[config.mk]
export PLATFORM = sky130hd
export DESIGN_NAME = programmable_io_ports
export DESIGN_NICKNAME = d
export VERILOG_FILES = /design/src/rtl/pio_pkg.sv /design/src/rtl/programmable_io_ports.sv
export VERILOG_INCLUDE_DIRS = /design/src /design/src/rtl
export SDC_FILE = /design/constraint.sdc
export NUM_CORES = 1
export LEC_CHECK = 0
export BUFFER_PORTS_ARGS = -buffer_cell sky130_fd_sc_hd__buf_4
export CAP_MARGIN = 15
export CORE_MARGIN = 1
export CORE_UTILIZATION = 35
export DETAILED_ROUTE_END_ITERATION = 6
export GPL_ROUTABILITY_DRIVEN = 0
export MAX_ROUTING_LAYER = met4
export PLACE_DENSITY = 0.56
export SLEW_MARGIN = 0
export SYNTH_ARGS = -nofsm -noshare
export SYNTH_HDL_FRONTEND = slang
export SYNTH_SLANG_ARGS = --single-unit
[constraint.sdc]
create_clock -name clk -period 4.45 [get_ports clk]
set_clock_uncertainty 0.2 [all_clocks]
set_input_delay 0.445 -clock clk [delete_from_list [all_inputs] [get_ports clk]]
set_output_delay 0.445 -clock clk [all_outputs]
set_load 0.05 [all_outputs]
[src/rtl/pio_defines.svh]
`ifndef PIO_DEFINES_SVH
`define PIO_DEFINES_SVH

// Register indices; byte address is four times the index
`define IDX_PORT1_DATA 8'he1
`define IDX_PORT1_DIR 8'he3
`define IDX_PORT3_DATA 8'he5
`define IDX_PORT3_DIR 8'he7
`define IDX_PORT4_DATA 8'he8
`define IDX_PORT4_DIR 8'hea
`define IDX_KEY_ENABLE 8'hfb
`define IDX_PIN_FUNC 8'hf8
`define IDX_PULLUP_CTRL 8'hfc
`define IDX_DRIVE_CAP 8'hfe
`define IDX_TIMER_C_OUT 8'hff

// Implemented bit masks
`define MASK_PORT3 8'hb8
`define MASK_PORT4_DIR 8'h20
`define MASK_PORT4_DATA 8'he4
`define MASK_KEY_ENABLE 8'h0f

// Field positions
`define BIT_GROUP_PULLUP 2
`define BIT_SERIAL_ROUTE 3
`define BIT_SERIAL_SWITCH 7
`define BIT_P1_SERIAL 6
`define BIT_P3_SERIAL 3

// Converter channel codes {ch2,ch1,ch0,group}
`define ADC_CODE_P1_0 4'h9
`define ADC_CODE_P1_1 4'hb
`define ADC_CODE_P1_2 4'hd
`define ADC_CODE_P1_3 4'hf

// Timer Z modes
`define TZ_MODE_PORT 2'h0
`define TZ_MODE_CTRL 2'h1

// Reset values
`define RST_BYTE 8'h00

`endif

[src/rtl/pio_pkg.sv]
package pio_pkg;

  // Drive of one 8-pin port: level and output enable per pin
  typedef struct packed {
    logic [7:0] level;
    logic [7:0] oe;
  } pin_drive_t;

  // One shared peripheral output: data and enable
  typedef struct packed {
    logic data;
    logic oe;
  } periph_out_t;

  typedef enum logic [1:0] {
    BUS_IDLE = 2'b01,
    BUS_ACK = 2'b10
  } bus_state_t;

endpackage

[src/rtl/programmable_io_ports.sv]
// The implementer's own choice: register access over Avalon-MM.
`timescale 1ns/1ns
`include "pio_defines.svh"

module programmable_io_ports (
  input wire logic clk,
  input wire logic sys_rst,
  input wire logic [7:0] avs_address,
  input wire logic avs_read,
  input wire logic avs_write,
  input wire logic [31:0] avs_writedata,
  input wire logic [3:0] avs_byteenable,
  output logic [31:0] avs_readdata,
  output logic avs_waitrequest,
  input wire logic [7:0] p1_pin_in,
  input wire logic [7:0] p3_pin_in,
  input wire logic [7:0] p4_pin_in,
  output pio_pkg::pin_drive_t p1_drive,
  output pio_pkg::pin_drive_t p3_drive,
  output pio_pkg::pin_drive_t p4_drive,
  output logic [3:0] p1_pullup_en,
  output logic [3:0] p1_high_drive,
  input wire logic [2:0] timer_compare_output,
  input wire logic timer_z_output,
  input wire logic [1:0] timer_z_mode_field,
  input wire logic timer_z_output_ctrl_bit,
  input wire logic [3:0] converter_channel_field,
  output logic [3:0] analog_channel_input,
  output logic [3:0] key_input_line,
  input wire pio_pkg::periph_out_t serial_unit_out,
  input wire pio_pkg::periph_out_t i2c_unit_out,
  output logic serial_unit_in,
  output logic i2c_unit_in
);
  import pio_pkg::*;

  bus_state_t bus_q;
  logic [7:0] p1_latch_q;
  logic [7:0] p3_latch_q;
  logic [7:0] p4_latch_q;
  logic [7:0] p1_dir_q;
  logic [7:0] p3_dir_q;
  logic [7:0] p4_dir_q;
  logic [7:0] pin_func_q;
  logic [7:0] pullup_q;
  logic [7:0] drive_cap_q;
  logic [7:0] timer_c_q;
  logic [7:0] key_en_q;
  logic [7:0] p1_meta_q, p1_pin_q;
  logic [7:0] p3_meta_q, p3_pin_q;
  logic [7:0] p4_meta_q, p4_pin_q;
  logic [31:0] readdata_q;
  logic wr_take;
  logic rd_start;
  logic [7:0] rd_byte;
  logic [7:0] wr_byte;
  pin_drive_t p1_d, p3_d, p4_d;
  periph_out_t shared_out;
  logic shared_line;
  logic group_pullup;
  logic [3:0] p1_plain_in;
  logic [3:0] pullup_d, high_d, analog_d, key_d;
  logic serial_in_d, i2c_in_d;
  logic [3:0] port_out_mode;

  // Pin read: input mode shows the pin, output mode the latch
  function automatic logic [7:0] port_view(input logic [7:0] dir,
                                           input logic [7:0] latch,
                                           input logic [7:0] pin);
    port_view = (dir & latch) | (~dir & pin);
  endfunction

  // Avalon slave: one wait state on every access
  assign avs_waitrequest = (avs_read | avs_write) && bus_q == BUS_IDLE;
  assign wr_take = avs_write && bus_q == BUS_ACK && avs_byteenable[0];
  assign rd_start = avs_read && bus_q == BUS_IDLE;
  assign wr_byte = avs_writedata[7:0];
  assign avs_readdata = readdata_q;

  always_ff @(posedge clk) begin
    if (sys_rst) begin
      bus_q <= BUS_IDLE;
    end else if (bus_q == BUS_ACK) begin
      bus_q <= BUS_IDLE;
    end else if (avs_read | avs_write) begin
      bus_q <= BUS_ACK;
    end
  end

  // Pin inputs come from outside the clock domain
  always_ff @(posedge clk) begin
    if (sys_rst) begin
      p1_meta_q <= `RST_BYTE;
      p1_pin_q <= `RST_BYTE;
      p3_meta_q <= `RST_BYTE;
      p3_pin_q <= `RST_BYTE;
      p4_meta_q <= `RST_BYTE;
      p4_pin_q <= `RST_BYTE;
    end else begin
      p1_meta_q <= p1_pin_in;
      p1_pin_q <= p1_meta_q;
      p3_meta_q <= p3_pin_in;
      p3_pin_q <= p3_meta_q;
      p4_meta_q <= p4_pin_in;
      p4_pin_q <= p4_meta_q;
    end
  end

  // Latches load on every write, whatever the direction
  always_ff @(posedge clk) begin
    if (sys_rst) begin
      p1_latch_q <= `RST_BYTE;
      p3_latch_q <= `RST_BYTE;
      p4_latch_q <= `RST_BYTE;
    end else if (wr_take) begin
      if (avs_address == `IDX_PORT1_DATA) begin
        p1_latch_q <= wr_byte;
      end
      if (avs_address == `IDX_PORT3_DATA) begin
        p3_latch_q <= wr_byte & `MASK_PORT3;
      end
      if (avs_address == `IDX_PORT4_DATA) begin
        p4_latch_q <= wr_byte & `MASK_PORT4_DIR;
      end
    end
  end

  always_ff @(posedge clk) begin
    if (sys_rst) begin
      p1_dir_q <= `RST_BYTE;
      p3_dir_q <= `RST_BYTE;
      p4_dir_q <= `RST_BYTE;
    end else if (wr_take) begin
      if (avs_address == `IDX_PORT1_DIR) begin
        p1_dir_q <= wr_byte;
      end
      if (avs_address == `IDX_PORT3_DIR) begin
        p3_dir_q <= wr_byte & `MASK_PORT3;
      end
      if (avs_address == `IDX_PORT4_DIR) begin
        p4_dir_q <= wr_byte & `MASK_PORT4_DIR;
      end
    end
  end

  always_ff @(posedge clk) begin
    if (sys_rst) begin
      pin_func_q <= `RST_BYTE;
      pullup_q <= `RST_BYTE;
      drive_cap_q <= `RST_BYTE;
      timer_c_q <= `RST_BYTE;
      key_en_q <= `RST_BYTE;
    end else if (wr_take) begin
      if (avs_address == `IDX_PIN_FUNC) begin
        pin_func_q <= wr_byte;
      end
      if (avs_address == `IDX_PULLUP_CTRL) begin
        pullup_q <= wr_byte;
      end
      if (avs_address == `IDX_DRIVE_CAP) begin
        drive_cap_q <= wr_byte;
      end
      if (avs_address == `IDX_TIMER_C_OUT) begin
        timer_c_q <= wr_byte;
      end
      if (avs_address == `IDX_KEY_ENABLE) begin
        key_en_q <= wr_byte & `MASK_KEY_ENABLE;
      end
    end
  end

  // Read mux; unmapped indices answer zero
  always_comb begin
    rd_byte = `RST_BYTE;
    unique case (avs_address)
      `IDX_PORT1_DATA: rd_byte = port_view(p1_dir_q, p1_latch_q,
                                           p1_pin_q);
      `IDX_PORT3_DATA: rd_byte = port_view(p3_dir_q, p3_latch_q,
                                           p3_pin_q) & `MASK_PORT3;
      `IDX_PORT4_DATA: rd_byte = port_view(p4_dir_q, p4_latch_q,
                                           p4_pin_q) & `MASK_PORT4_DATA;
      `IDX_PORT1_DIR: rd_byte = p1_dir_q;
      `IDX_PORT3_DIR: rd_byte = p3_dir_q;
      `IDX_PORT4_DIR: rd_byte = p4_dir_q;
      `IDX_PIN_FUNC: rd_byte = pin_func_q;
      `IDX_PULLUP_CTRL: rd_byte = pullup_q;
      `IDX_DRIVE_CAP: rd_byte = drive_cap_q;
      `IDX_TIMER_C_OUT: rd_byte = timer_c_q;
      `IDX_KEY_ENABLE: rd_byte = key_en_q;
      default: rd_byte = `RST_BYTE;
    endcase
  end

  always_ff @(posedge clk) begin
    if (sys_rst) begin
      readdata_q <= 32'h0000_0000;
    end else if (rd_start) begin
      readdata_q <= {24'h00_0000, rd_byte};
    end
  end

  // Shared serial line: unit choice and pin routing
  always_comb begin
    shared_out = pin_func_q[`BIT_SERIAL_SWITCH] ? i2c_unit_out
                                                : serial_unit_out;
    shared_line = pin_func_q[`BIT_SERIAL_ROUTE]
                ? p1_pin_q[`BIT_P1_SERIAL]
                : p3_pin_q[`BIT_P3_SERIAL];
    serial_in_d = ~pin_func_q[`BIT_SERIAL_SWITCH] & shared_line;
    i2c_in_d = pin_func_q[`BIT_SERIAL_SWITCH] & shared_line;
  end

  // Pull-up and converter only on undriven P1_0-3 inputs
  assign group_pullup = pullup_q[`BIT_GROUP_PULLUP];

  always_comb begin
    port_out_mode = p1_dir_q[3:0];
    p1_d.level = p1_latch_q;
    p1_d.oe = p1_dir_q;
    // Timer C overrides direction on P1_0-2
    for (int j = 0; j < 3; j++) begin
      if (timer_c_q[j]) begin
        p1_d.oe[j] = 1'b1;
        p1_d.level[j] = p1_latch_q[j] & timer_compare_output[j];
        port_out_mode[j] = ~p1_latch_q[j];
      end
    end
    // Timer Z on P1_3
    if (timer_z_mode_field[1] ||
        (timer_z_mode_field == `TZ_MODE_CTRL &&
         !timer_z_output_ctrl_bit)) begin
      p1_d.oe[3] = 1'b1;
      p1_d.level[3] = timer_z_output;
      port_out_mode[3] = 1'b0;
    end else if (timer_z_mode_field == `TZ_MODE_CTRL) begin
      p1_d.oe[3] = 1'b1;
      port_out_mode[3] = 1'b1;
    end
    // A driving peripheral wins over the direction bit
    if (pin_func_q[`BIT_SERIAL_ROUTE] && shared_out.oe) begin
      p1_d.oe[`BIT_P1_SERIAL] = 1'b1;
      p1_d.level[`BIT_P1_SERIAL] = shared_out.data;
    end
  end

  always_comb begin
    p3_d.level = p3_latch_q;
    p3_d.oe = p3_dir_q;
    if (!pin_func_q[`BIT_SERIAL_ROUTE] && shared_out.oe) begin
      p3_d.oe[`BIT_P3_SERIAL] = 1'b1;
      p3_d.level[`BIT_P3_SERIAL] = shared_out.data;
    end
    p4_d.level = p4_latch_q;
    p4_d.oe = p4_dir_q & `MASK_PORT4_DIR;
  end

  always_comb begin
    p1_plain_in = ~p1_d.oe[3:0] & ~{4{group_pullup}};
    pullup_d = ~p1_d.oe[3:0] & {4{group_pullup}};
    high_d = drive_cap_q[3:0] & port_out_mode & p1_d.oe[3:0];
    key_d = key_en_q[3:0] & p1_plain_in & p1_pin_q[3:0];
    analog_d[0] = p1_plain_in[0] &&
                  converter_channel_field == `ADC_CODE_P1_0;
    analog_d[1] = p1_plain_in[1] &&
                  converter_channel_field == `ADC_CODE_P1_1;
    analog_d[2] = p1_plain_in[2] &&
                  converter_channel_field == `ADC_CODE_P1_2;
    analog_d[3] = p1_plain_in[3] &&
                  timer_z_mode_field == `TZ_MODE_PORT &&
                  converter_channel_field == `ADC_CODE_P1_3;
  end

  // Pads and side outputs are registered; one cycle behind the cause, three behind a pin for the key and unit inputs
  always_ff @(posedge clk) begin
    if (sys_rst) begin
      p1_drive <= '0;
      p3_drive <= '0;
      p4_drive <= '0;
    end else begin
      p1_drive <= p1_d;
      p3_drive <= p3_d;
      p4_drive <= p4_d;
    end
  end

  always_ff @(posedge clk) begin
    if (sys_rst) begin
      p1_pullup_en <= 4'h0;
      p1_high_drive <= 4'h0;
      analog_channel_input <= 4'h0;
      key_input_line <= 4'h0;
      serial_unit_in <= 1'b0;
      i2c_unit_in <= 1'b0;
    end else begin
      p1_pullup_en <= pullup_d;
      p1_high_drive <= high_d;
      analog_channel_input <= analog_d;
      key_input_line <= key_d;
      serial_unit_in <= serial_in_d;
      i2c_unit_in <= i2c_in_d;
    end
  end

endmodule // programmable_io_ports

### Yosys cells after proc, flatten, opt, wreduce, memory -nomap -nowiden

Cells that the tools add are included.

| operators by class | value |
|---|---|
| add/subtract/negate cells | 0 |
| multipliers | 0 |
| divide/modulo/power cells | 0 |
| magnitude comparators | 0 |
| equality and inequality tests | 18 |
| shift operators | 0 |
| muxes and demuxes | 20 |
| bitwise operators | 30 |
| reductions and logical operators | 28 |

Operator list:

| operator | number |
|---|---|
| == test 8 bit, second input constant | 11 |
| one-hot mux 8 bit (11 select lines) | 1 |
| AND 8 bit | 5 |
| AND 4 bit | 6 |
| AND reduction 2 bit | 11 |
| two-way mux 1 bit | 18 |
| == test 4 bit, second input constant | 4 |
| NOT 8 bit | 2 |
| bitwise OR 8 bit | 2 |
| logical AND 1 bit | 12 |
| NOT 4 bit | 2 |
| NOT 6 -> 8 bit | 1 |
| bitwise OR 6 x 8 -> 8 bit | 1 |
| AND 6 bit | 1 |
| AND 1 bit | 5 |
| == test 2 x 1 -> 1 bit, second input constant | 2 |
| NOT 1 bit | 4 |
| == test 2 bit, second input constant | 1 |
| zero test 1 bit | 2 |
| zero test 2 bit | 1 |
| two-way mux 2 bit | 1 |
| OR reduction 2 bit | 1 |
| logical OR 1 bit | 1 |
| bitwise OR 1 bit | 1 |

| storage, ports and cells | value |
|---|---|
| flip-flop bits (word level) | 171 |
| latch bits | 0 |
| memory bits (writable) | 0 |
| bits in read-only memories | 0 |
| output and inout bits | 99 |
| logic and storage cells | 128 |
| memories | 0 |

### Longest topological paths before layout

Gate-level depths: netlist of the first run.

| logic depth | value |
|---|---|
| depth after elaboration | 8 |
| depth in mapped cells | 8 |

### Worst setup path after synthesis of the first run

No wires, ideal clock.

| timing | value |
|---|---|
| kind | input -> output |
| start | input port avs_write |
| end | output port avs_waitrequest |
| data arrival time | 1.633 ns |
| setup slack | 2.172 ns |
| stages | 2 |
| buffers on the path | 0 |
| path through | nor2_1 nor3b_1 |

| on the way | value |
|---|---|
| longest elaborated chain between the ends | 2 |

RTL lines:

| item | line | text |
|---|---|---|
| start, declared | programmable_io_ports.sv:10 | `input wire logic avs_write,` |
| bitwise OR 1 bit | programmable_io_ports.sv:74 | `assign avs_waitrequest = (avs_read \| avs_write) && bus_q == BUS_IDLE;` |
| logical AND 1 bit | programmable_io_ports.sv:74 |  |
| end, declared | programmable_io_ports.sv:14 | `output logic avs_waitrequest,` |

No other way between the ends.

### Worst setup path in the final report of the first run

| timing | value |
|---|---|
| start | input port avs_address[1] |
| end | register timer_c_q[3] |

| on the way | value |
|---|---|
| longest elaborated chain between the ends | 2 |

RTL lines:

| item | line | text |
|---|---|---|
| start, declared | programmable_io_ports.sv:8 | `input wire logic [7:0] avs_address,` |
| == test 8 bit | - |  |
| AND reduction 2 bit (no source line) | - |  |
| end signal, assigned | programmable_io_ports.sv:151 | `` timer_c_q <= `RST_BYTE; `` |
| end signal, assigned | programmable_io_ports.sv:164 | `timer_c_q <= wr_byte;` |
| end, declared | programmable_io_ports.sv:47 | `logic [7:0] timer_c_q;` |

No other way between the ends.
A chain may end at the register's enable or synchronous reset.

==> flow_summary.yaml, run 1 <==
global_route:
  use_met3_pct: 4.91
  gr-total-overflow: 0
  grt_use_met1_pct: 23.8
  grt_start_max_net_pins: 73
  grt_pass1_vias: 4570
  top_usage_layer: "met2"
  use_met2_pct: 29.4
  grt_pass1_wl_mm: 24.9
  grtUsageTotal_pct: 19.0
  antenna_found_initial: 0
synthesis:
  yosysSeqAreaShare_pct: 49.2
  synth_edf_count: 0
  ys_ff_latch: 148
  netlist.area_leader.share_pct: 49.2
  async_flop_share_pct: 0
  synth_cells: 639
  synth_most_common_cell: "dfxtp_1"
  synth_top_cells_by_count: "148 x dfxtp_1, 66 x nor2_1, 56 x mux2i_1"
  syn-cell-area_um2: 6030
  yosysWarningCount: 0
  yosysTopAreaCell: "dfxtp_1"
  synth_cell_types: 52
  ys_top_cells_by_area: "dfxtp_1 49%, mux2i_1 9.3%, buf_4 5.7%, nor2b_1 5.6%, nor2_1 4.1%"
  avgSynthCellArea_um2: 9.43
  dominantRegCellSynth: "dfxtp_1"
timing:
  drv_slew: 0
  tightestPinTransition_ns: 0.912
  hold_slack_ns: 0.0187
  min_period_ns: 2.78
  max_clock_freq_ghz: 0.360
  hold_viol_final: 0
  setup_viol: 0
  rsz0062_at_grt: "no"
  slew-limit-headroom_pct: 38.7
  fin_crit_sh_pct: 62.5
  tns_ns: 0
critical_path:
  cp_max_fo: 27
  cp.required_ns: 4.59
  start_kind: "input port"
  arrival_ns: 2.92
  critPathKind: "in -> reg"
  cp-end-kind: "flop"
placement:
  place_inst: 928
  portBuffers: 104
  dpl.hpwl_mm: 10.6
power_and_ir_drop:
  powerDensity_nw_per_um2: 406
  ir_worst_vdd_mv: 0.294
  leakagePower_nw: 3.09
finish:
  multiInputGateArea_um2: 2710
  diodes: 0
  final-seq-area_um2: 2960
  drive_above_1_share_pct: 20.6
  layout.nets: 816
  fillerInstances: 1703
  syn2layout_area_growth_pct: 22.1
  fin_cells: 961
floorplanning:
  start_util_pct: 36.1
  rows: 47
  die-height_um: 133
  core_area_um2: 16700
  io_pins: 186
  dieArea_um2: 17700
  die_w_um: 133
worst_hold_path:
  min_path_type: "in -> reg"
drt:
  drt-pass1-iter-count: 4
  viasPerCell: 4.87
  ant_nets: 0
  vias: 4679
  post_drt_wl_per_cell_um: 16.5
  drc_errors: 0
  drt_iter0_markers: 357
  drt-total-wl_mm: 15.8
clock_network:
  h-tree-depth: 4
  cts_tree: "yes"
  clkSlewWorstSetupHoldPaths_ns: 0.06
  ctsHoldBuffers: 2
  cts_max_path_buffers: 2
  clk_latency_ns: 0.42
  cts.sinks: 148
  cts_buffers: 17
  cts-resized-gates: 0
  post_cts_buffers: 0
  root_buffer: "clkbuf_16"
run_status:
  outcome: "complete, no violations"
run:
  cap_violations: 0
## metal layers
layer / vias to the layer above / routed length [um]
met2: 169 / 7330
met4: 0 / 313
met5: - / 0
met3: 23 / 1020
met1: 2203 / 7160
li1: 2284 / -
## per-stage QoR
| step | worst slack, ns | power (mW) | instance area [um^2] | utilization (%) |
|---|---|---|---|---|
| floorplan | 2.17 | 1.58 | 6200 | - |
| global route | 1.54 | 3.09 | 7360 | 44.1 |
| finish | 1.67 | 2.99 | 7360 | 44.1 |
| detailed placement | 1.29 | 1.61 | 6760 | 40.5 |
| CTS | 1.72 | 3.01 | 7360 | 44.1 |
| global placement | 1.37 | 1.61 | 6760 | 40.5 |
## registers in the layout, summed over array words and instances, names as in the netlist, 8 cells and up
register,count
p1_drive,16
drive_cap_q,8
p1_pin_q,8
p1_latch_q,8
timer_c_q,8
pin_func_q,8
avs_readdata,8
pullup_q,8
p1_meta_q,8
p3_drive,8
p1_dir_q,8
## final timing paths
check	slack [ns]	to	startpoint	cells after the start
setup / recovery	1.67	timer_c_q[3]	avs_address[1]	6
hold / removal	0.02	p1_pullup_en[3]	timer_z_mode_field[1]	2
setup reg to reg	1.96	timer_c_q[3]	bus_q[1]	5
hold reg to reg	0.23	p3_pin_q[4]	p3_meta_q[4]	1
## layout make-up
class                   count  area share [%]
flip-flops and latches    148            40.3
well taps                 220            3.74
clock inverters             9            1.41
multi-input cells         450            36.8
repair buffers            108            11.1
clock buffers              22            6.45
inverters                   4           0.204
## power by group
part	switching, mW	internal, mW	total, mW
Combinational	0.179	0.0596	0.238
Clock	0.535	0.863	1.40
Sequential	0.00659	1.34	1.35
Total	0.721	2.27	2.99
## worst max-delay path: stages
cell and delay, ns:
buf_4 0.32, and2_1 0.63, nand2_1 0.61, nor2_1 0.62, nand2_1 0.13, a21oi_1 0.15
## placed cells by master (no fill, tap or decap), types with 3 or more instances in the layout
cell type	synthesis	final
nor3b_1	5	5
nor3_1	17	17
a211oi_1	4	4
a32oi_1	3	3
a22oi_1	4	4
nand4_1	3	3
clkbuf_16	0	17
nand2_1	51	51
a21oi_1	31	31
nor2b_1	54	54
buf_4	46	106
a22o_1	4	4
nor2_1	66	66
dfxtp_1	148	148
inv_1	4	4
conb_1	1	46
mux2_2	7	7
mux2i_1	56	56
nand3_2	4	4
clkinv_2	0	4
and3_1	5	5
nand2b_1	8	8
and4_1	5	5
o21ai_0	31	31
nand3_1	9	9
clkbuf_8	0	3
nor4_1	6	6
## cells by family after synthesis
logic type | after synthesis | share of synthesized area, %
other cells | 1 | 0.0622
mux | 63 | 10.6
buf+inv | 86 | 8.68
simple gates | 248 | 21.9
flops | 148 | 49.2
compound gates | 93 | 9.55
Power figures use the tool's default switching activity.
==> run 2: changes to the inputs <==
==> constraint.sdc (replaced) <==
create_clock -name clk -period 2.84 [get_ports clk]
set_clock_uncertainty 0.2 [all_clocks]
set_input_delay 0.284 -clock clk [delete_from_list [all_inputs] [get_ports clk]]
set_output_delay 0.284 -clock clk [all_outputs]
set_load 0.05 [all_outputs]
==> run 2 against run 1 <==
Sequential share of layout area decreased by 2.3 points. Cell count is 5.2% higher. Critical path depth increased by 2. Via count grew 3.9%. Critical endpoint is now avs_readdata[3]. Total power up 55%. Largest power group is now sequential cells. Count of clock-buffer cells in the layout grew 2. Sequential cell count unchanged. Utilization up 2.6 points. First-iteration DRC count down 17%. Register-to-register slack lost 1.3 ns. Worst setup slack worse by 1.0 ns.
==> flow_summary.yaml, run 2 (synthesized netlist as in run 1, its figures left out) <==
clock_network:
  clk_latency_ns: 0.42
  h-tree-depth: 4
  cts_tree: "yes"
  cts_max_path_buffers: 2
  ctsHoldBuffers: 39
  post_cts_buffers: 0
  root_buffer: "clkbuf_16"
  cts.sinks: 148
  cts_buffers: 17
  clkSlewWorstSetupHoldPaths_ns: 0.06
  cts-resized-gates: 0
timing:
  rsz0062_at_grt: "no"
  tightestPinTransition_ns: 0.570
  fin_crit_sh_pct: 76.5
  drv_slew: 0
  slew-limit-headroom_pct: 61.9
  hold_viol_final: 0
  setup_viol: 0
  min_period_ns: 2.17
  max_clock_freq_ghz: 0.461
  tns_ns: 0
drt:
  vias: 4860
  wl_met2_mm: 7.50
  top_layer: "met4"
  drt-total-wl_mm: 15.9
  ant_nets: 0
  drt_iter0_markers: 298
  drc_errors: 0
  drt-pass1-iter-count: 6
  m1WireLength_mm: 7.27
  dr_wl_met3_um: 844
  post_drt_wl_per_cell_um: 15.8
  viasPerCell: 4.81
critical_path:
  critPathKind: "in -> reg"
  crit_family: "simple AND/OR/NAND/NOR gates"
  critPathSlowestCell: "dlygate4sd3_1"
  arrival_ns: 2.28
  crit_chain: "dlygate4sd3_1, buf_4, nand3b_1, buf_4, nor2b_1, and2_1, or3_1, o32a_1"
  cp_max_fo: 6
  cp_num_buf_inv: 3
  cp_common_cell: "buf_4"
  cp.required_ns: 2.95
  cp-end-kind: "flop"
  start_kind: "input port"
  cpPeakStageDelay_ns: 0.53
finish:
  mostFrequentLayoutCells: "148 x dfxtp_1, 118 x buf_4, 66 x nor2_1, 56 x mux2i_1, 54 x nor2b_1"
  regMostFlops: "p1_drive"
  layout.nets: 865
  syn2layout_area_growth_pct: 29.4
  diodes: 0
  final-seq-area_um2: 2960
  largest_reg_flops: 16
  multiInputGateArea_um2: 2710
  drive_above_1_share_pct: 20.7
  final_common_cell: "dfxtp_1"
  fillerInstances: 1631
floorplanning:
  io_pins: 186
  die_w_um: 133
  core_area_um2: 16700
  dieArea_um2: 17700
  die-height_um: 133
  start_util_pct: 36.1
  rows: 47
worst_hold_path:
  min_path_type: "in -> reg"
power_and_ir_drop:
  powerDensity_nw_per_um2: 595
  total_power_mw: 4.64
  leakagePower_nw: 3.29
  ir_worst_vdd_mv: 0.493
run_status:
  outcome: "complete, no violations"
run:
  cap_violations: 0
placement:
  portBuffers: 104
  dpl.hpwl_mm: 11.0
global_route:
  grtUsageTotal_pct: 19.0
  grt_pass1_wl_mm: 25.1
  antenna_found_initial: 0
  grt_pass1_vias: 4742
  gr-total-overflow: 0
  grt_start_max_net_pins: 58
[run 2: cell count changes in the layout (fill, tap and decap cells not counted)]
cell           delta
clkinvlp_4        +1
bufinv_16         -1
buf_4            +12
dlygate4sd3_1    +37
clkinv_2          -1
clkbuf_1          +2
[run 2: power by group]
group | switching [mW] | leakage, nW | internal, mW
Combinational | 0.290 | 1.82 | 0.129
Clock | 0.838 | 0.266 | 1.27
Sequential | 0.00983 | 1.20 | 2.10
Total | 1.14 | 3.29 | 3.50
[run 2: stage by stage]
step                      area, um^2  cells  utilization, %  hold WS [ns]  setup WS [ns]
after detailed placement        6850    940            41.0         0.224          0.609
after global routing            7800   1011            46.7        0.0108          0.530
after global placement          6850    940            41.0         0.219          0.626
after floorplan                 6200    684               -         0.161          0.833
after CTS                       7800   1011            46.7      0.000205          0.690
final                           7800   1011            46.7        0.0113          0.669
[run 2: path summary, 6_finish.rpt]
kind	start	to	slack, ns	cells after the start
max reg2reg	bus_q[0]	key_en_q[2]	0.69	6
min	sys_rst	pin_func_q[2]	0.01	2
max	avs_read	avs_readdata[3]	0.67	8
min reg2reg	p3_meta_q[5]	p3_pin_q[5]	0.24	1
[run 2: final cells by class]
| cell class | instances | share of cell area [%] |
|---|---|---|
| Sequential cell | 148 | 38.0 |
| Multi-Input combinational cell | 450 | 34.8 |
| Timing Repair Buffer | 157 | 16.4 |
| Clock buffer | 24 | 6.18 |
| Tap cell | 220 | 3.53 |
| Clock inverter | 8 | 0.979 |
| Inverter | 4 | 0.193 |
[run 2: worst register-to-register path, stage by stage, from the launching register on]
cell,delay [ns]
dfxtp_1,0.34
and4b_1,0.50
nand2_1,0.30
buf_4,0.27
nor2_1,0.26
nand2_1,0.09
a21oi_1,0.13
[run 2: routing by layer]
metal  global-route usage (%)  vias to the layer above
met4                     8.08                        0
met2                     30.1                      168
met3                     4.11                       27
met1                     23.3                     2293
li1                         -                     2372
met5                        -                        -
==> run 3: changes to the inputs <==
--- a/config.mk
+++ b/config.mk
@@ -13,7 +13,7 @@
 export DETAILED_ROUTE_END_ITERATION = 6
 export GPL_ROUTABILITY_DRIVEN = 0
 export MAX_ROUTING_LAYER = met4
-export PLACE_DENSITY = 0.56
+export PLACE_DENSITY = 0.58
 export SLEW_MARGIN = 0
 export SYNTH_ARGS = -nofsm -noshare
 export SYNTH_HDL_FRONTEND = slang
==> constraint.sdc (replaced) <==
create_clock -name clk -period 1.8 [get_ports clk]
set_clock_uncertainty 0.2 [all_clocks]
set_input_delay 0.18 -clock clk [delete_from_list [all_inputs] [get_ports clk]]
set_output_delay 0.18 -clock clk [all_outputs]
set_load 0.05 [all_outputs]
==> run 3 against run 2 <==
The run now ends with negative setup slack left. Wire length is 5.5% higher. Critical endpoint is now avs_readdata[2]. Combinational power up 75%. Sequential share of layout area shrank 2.4 points. Total power up 64%. Cell count rose by 5.0%.
==> flow_summary.yaml, run 3 (synthesized netlist as in run 1, its figures left out) <==
critical_path:
  cp_max_fo: 5
  cp.required_ns: 1.95
  cp-end-kind: "flop"
  start_kind: "flop"
  rr_worst_depth: 6
  critPathKind: "reg -> reg"
  arrival_ns: 1.98
run:
  cap_violations: 0
power_and_ir_drop:
  total_power_mw: 7.59
  powerDensity_nw_per_um2: 911
  ir_worst_vdd_mv: 0.728
  leakagePower_nw: 3.57
floorplanning:
  rows: 47
  io_pins: 186
  die-height_um: 133
  core_area_um2: 16700
  die_w_um: 133
  start_util_pct: 36.1
  dieArea_um2: 17700
finish:
  largest_reg_flops: 16
  regMostFlops: "p1_drive"
  fillerInstances: 1589
  drive_above_1_share_pct: 26.4
  mostFrequentLayoutCells: "157 x buf_4, 146 x dfxtp_1, 63 x nor2_1, 56 x mux2i_1, 53 x nor2b_1"
  final_common_cell: "buf_4"
  layout.nets: 916
  diodes: 0
  syn2layout_area_growth_pct: 38.3
  fin_area_um2: 8340
clock_network:
  h-tree-depth: 4
  cts.sinks: 148
  cts_max_path_buffers: 2
  root_buffer: "clkbuf_16"
  cts_tree: "yes"
  cts_buffers: 17
  clkSlewWorstSetupHoldPaths_ns: 0.06
  clk_latency_ns: 0.42
timing:
  min_period_ns: 1.83
  tightestPinTransition_ns: 0.651
  max_clock_freq_ghz: 0.548
  hold_slack_ns: 0.0678
  hold_viol_final: 0
  slew-limit-headroom_pct: 56.6
  fin_crit_sh_pct: 101
  rsz0062_at_grt: "yes"
  drv_slew: 0
  setup_viol: 3
  fin_ws_ns: -0.0258
worst_hold_path:
  hold_path_depth: 3
  min_path_type: "in -> reg"
placement:
  portBuffers: 104
  postPlaceCellArea_um2: 7200
  dpl.hpwl_mm: 11.8
drt:
  post_drt_wl_per_cell_um: 15.8
  ant_nets: 0
  viasPerCell: 4.81
  drt-total-wl_mm: 16.8
  drc_errors: 0
  vias: 5108
  drt_iter0_markers: 389
  drt-pass1-iter-count: 4
global_route:
  grtUsageTotal_pct: 20.2
  gr-total-overflow: 0
  grt_pass1_wl_mm: 26.7
  antenna_found_initial: 0
  grt_pass1_vias: 5104
  grt_start_max_net_pins: 68
run_status:
  outcome: "complete, but fails checks"
  violations: "negative setup slack"
run 3: repair_timing:
| action | 4_1_cts | 5_1_grt |
|---|---|---|
| endpoints found under the hold margin | 98 | 0 |
| endpoints found under the setup margin | 13 | 32 |
| resized for setup | 9 | 6 |
| buffers inserted | 2 | 1 |
| hold buffers | 47 | 0 |
| pin swaps | 3 | 4 |
run 3: critical path: stages (launching register included):
cell	delay, ns
dfxtp_2	0.32
nand3b_1	0.22
buf_4	0.21
a2111o_1	0.36
buf_4	0.17
a2bb2oi_1	0.13
a31oi_1	0.14
run 3: routing by layer:
| metal | global-route usage [%] | wire, um | up-vias |
|---|---|---|---|
| met5 | - | 0 | - |
| met4 | 10.1 | 474 | 0 |
| met3 | 4.15 | 922 | 37 |
| met2 | 32.6 | 8100 | 184 |
| met1 | 24.0 | 7320 | 2401 |
| li1 | - | - | 2486 |
run 3: cell type report:
type | count | area, um^2 | share of cell area [%]
multi-input cells | 450 | 2770 | 33.2
repair buffers | 208 | 1720 | 20.6
clock inverters | 8 | 98.8 | 1.19
flip-flops and latches | 148 | 2970 | 35.6
well taps | 220 | 275 | 3.30
clock buffers | 24 | 492 | 5.90
inverters | 4 | 15.0 | 0.180
run 3: metrics by stage:
| stage | cells | utilization (%) | TNS [ns] | setup WS (ns) |
|---|---|---|---|---|
| 6_report | 1062 | 49.9 | -0.0522 | -0.0258 |
| 5_1_grt | 1062 | 49.9 | -0.589 | -0.0716 |
| 4_1_cts | 1061 | 49.7 | -0.0646 | -0.0240 |
| 3_5_place_dp | 980 | 43.1 | -3.51 | -0.175 |
| 3_3_place_gp | 980 | 43.1 | -1.85 | -0.0984 |
| 2_1_floorplan | 684 | - | -0.115 | -0.103 |
run 3: power by group:
group          total, mW  internal [mW]  switching, mW  leakage (nW)
combinational      0.730          0.252          0.477          2.09
clock               3.53           2.18           1.35         0.286
sequential          3.34           3.32         0.0144          1.20
total               7.59           5.76           1.84          3.57
run 3: worst paths after layout:
check,from,endpoint,slack [ns]
worst max-delay path,bus_q[1],avs_readdata[2],-0.03
worst min-delay path,sys_rst,pin_func_q[6],0.07
worst max register to register,bus_q[1],avs_readdata[2],-0.03
worst min register to register,p3_meta_q[4],p3_pin_q[4],0.23
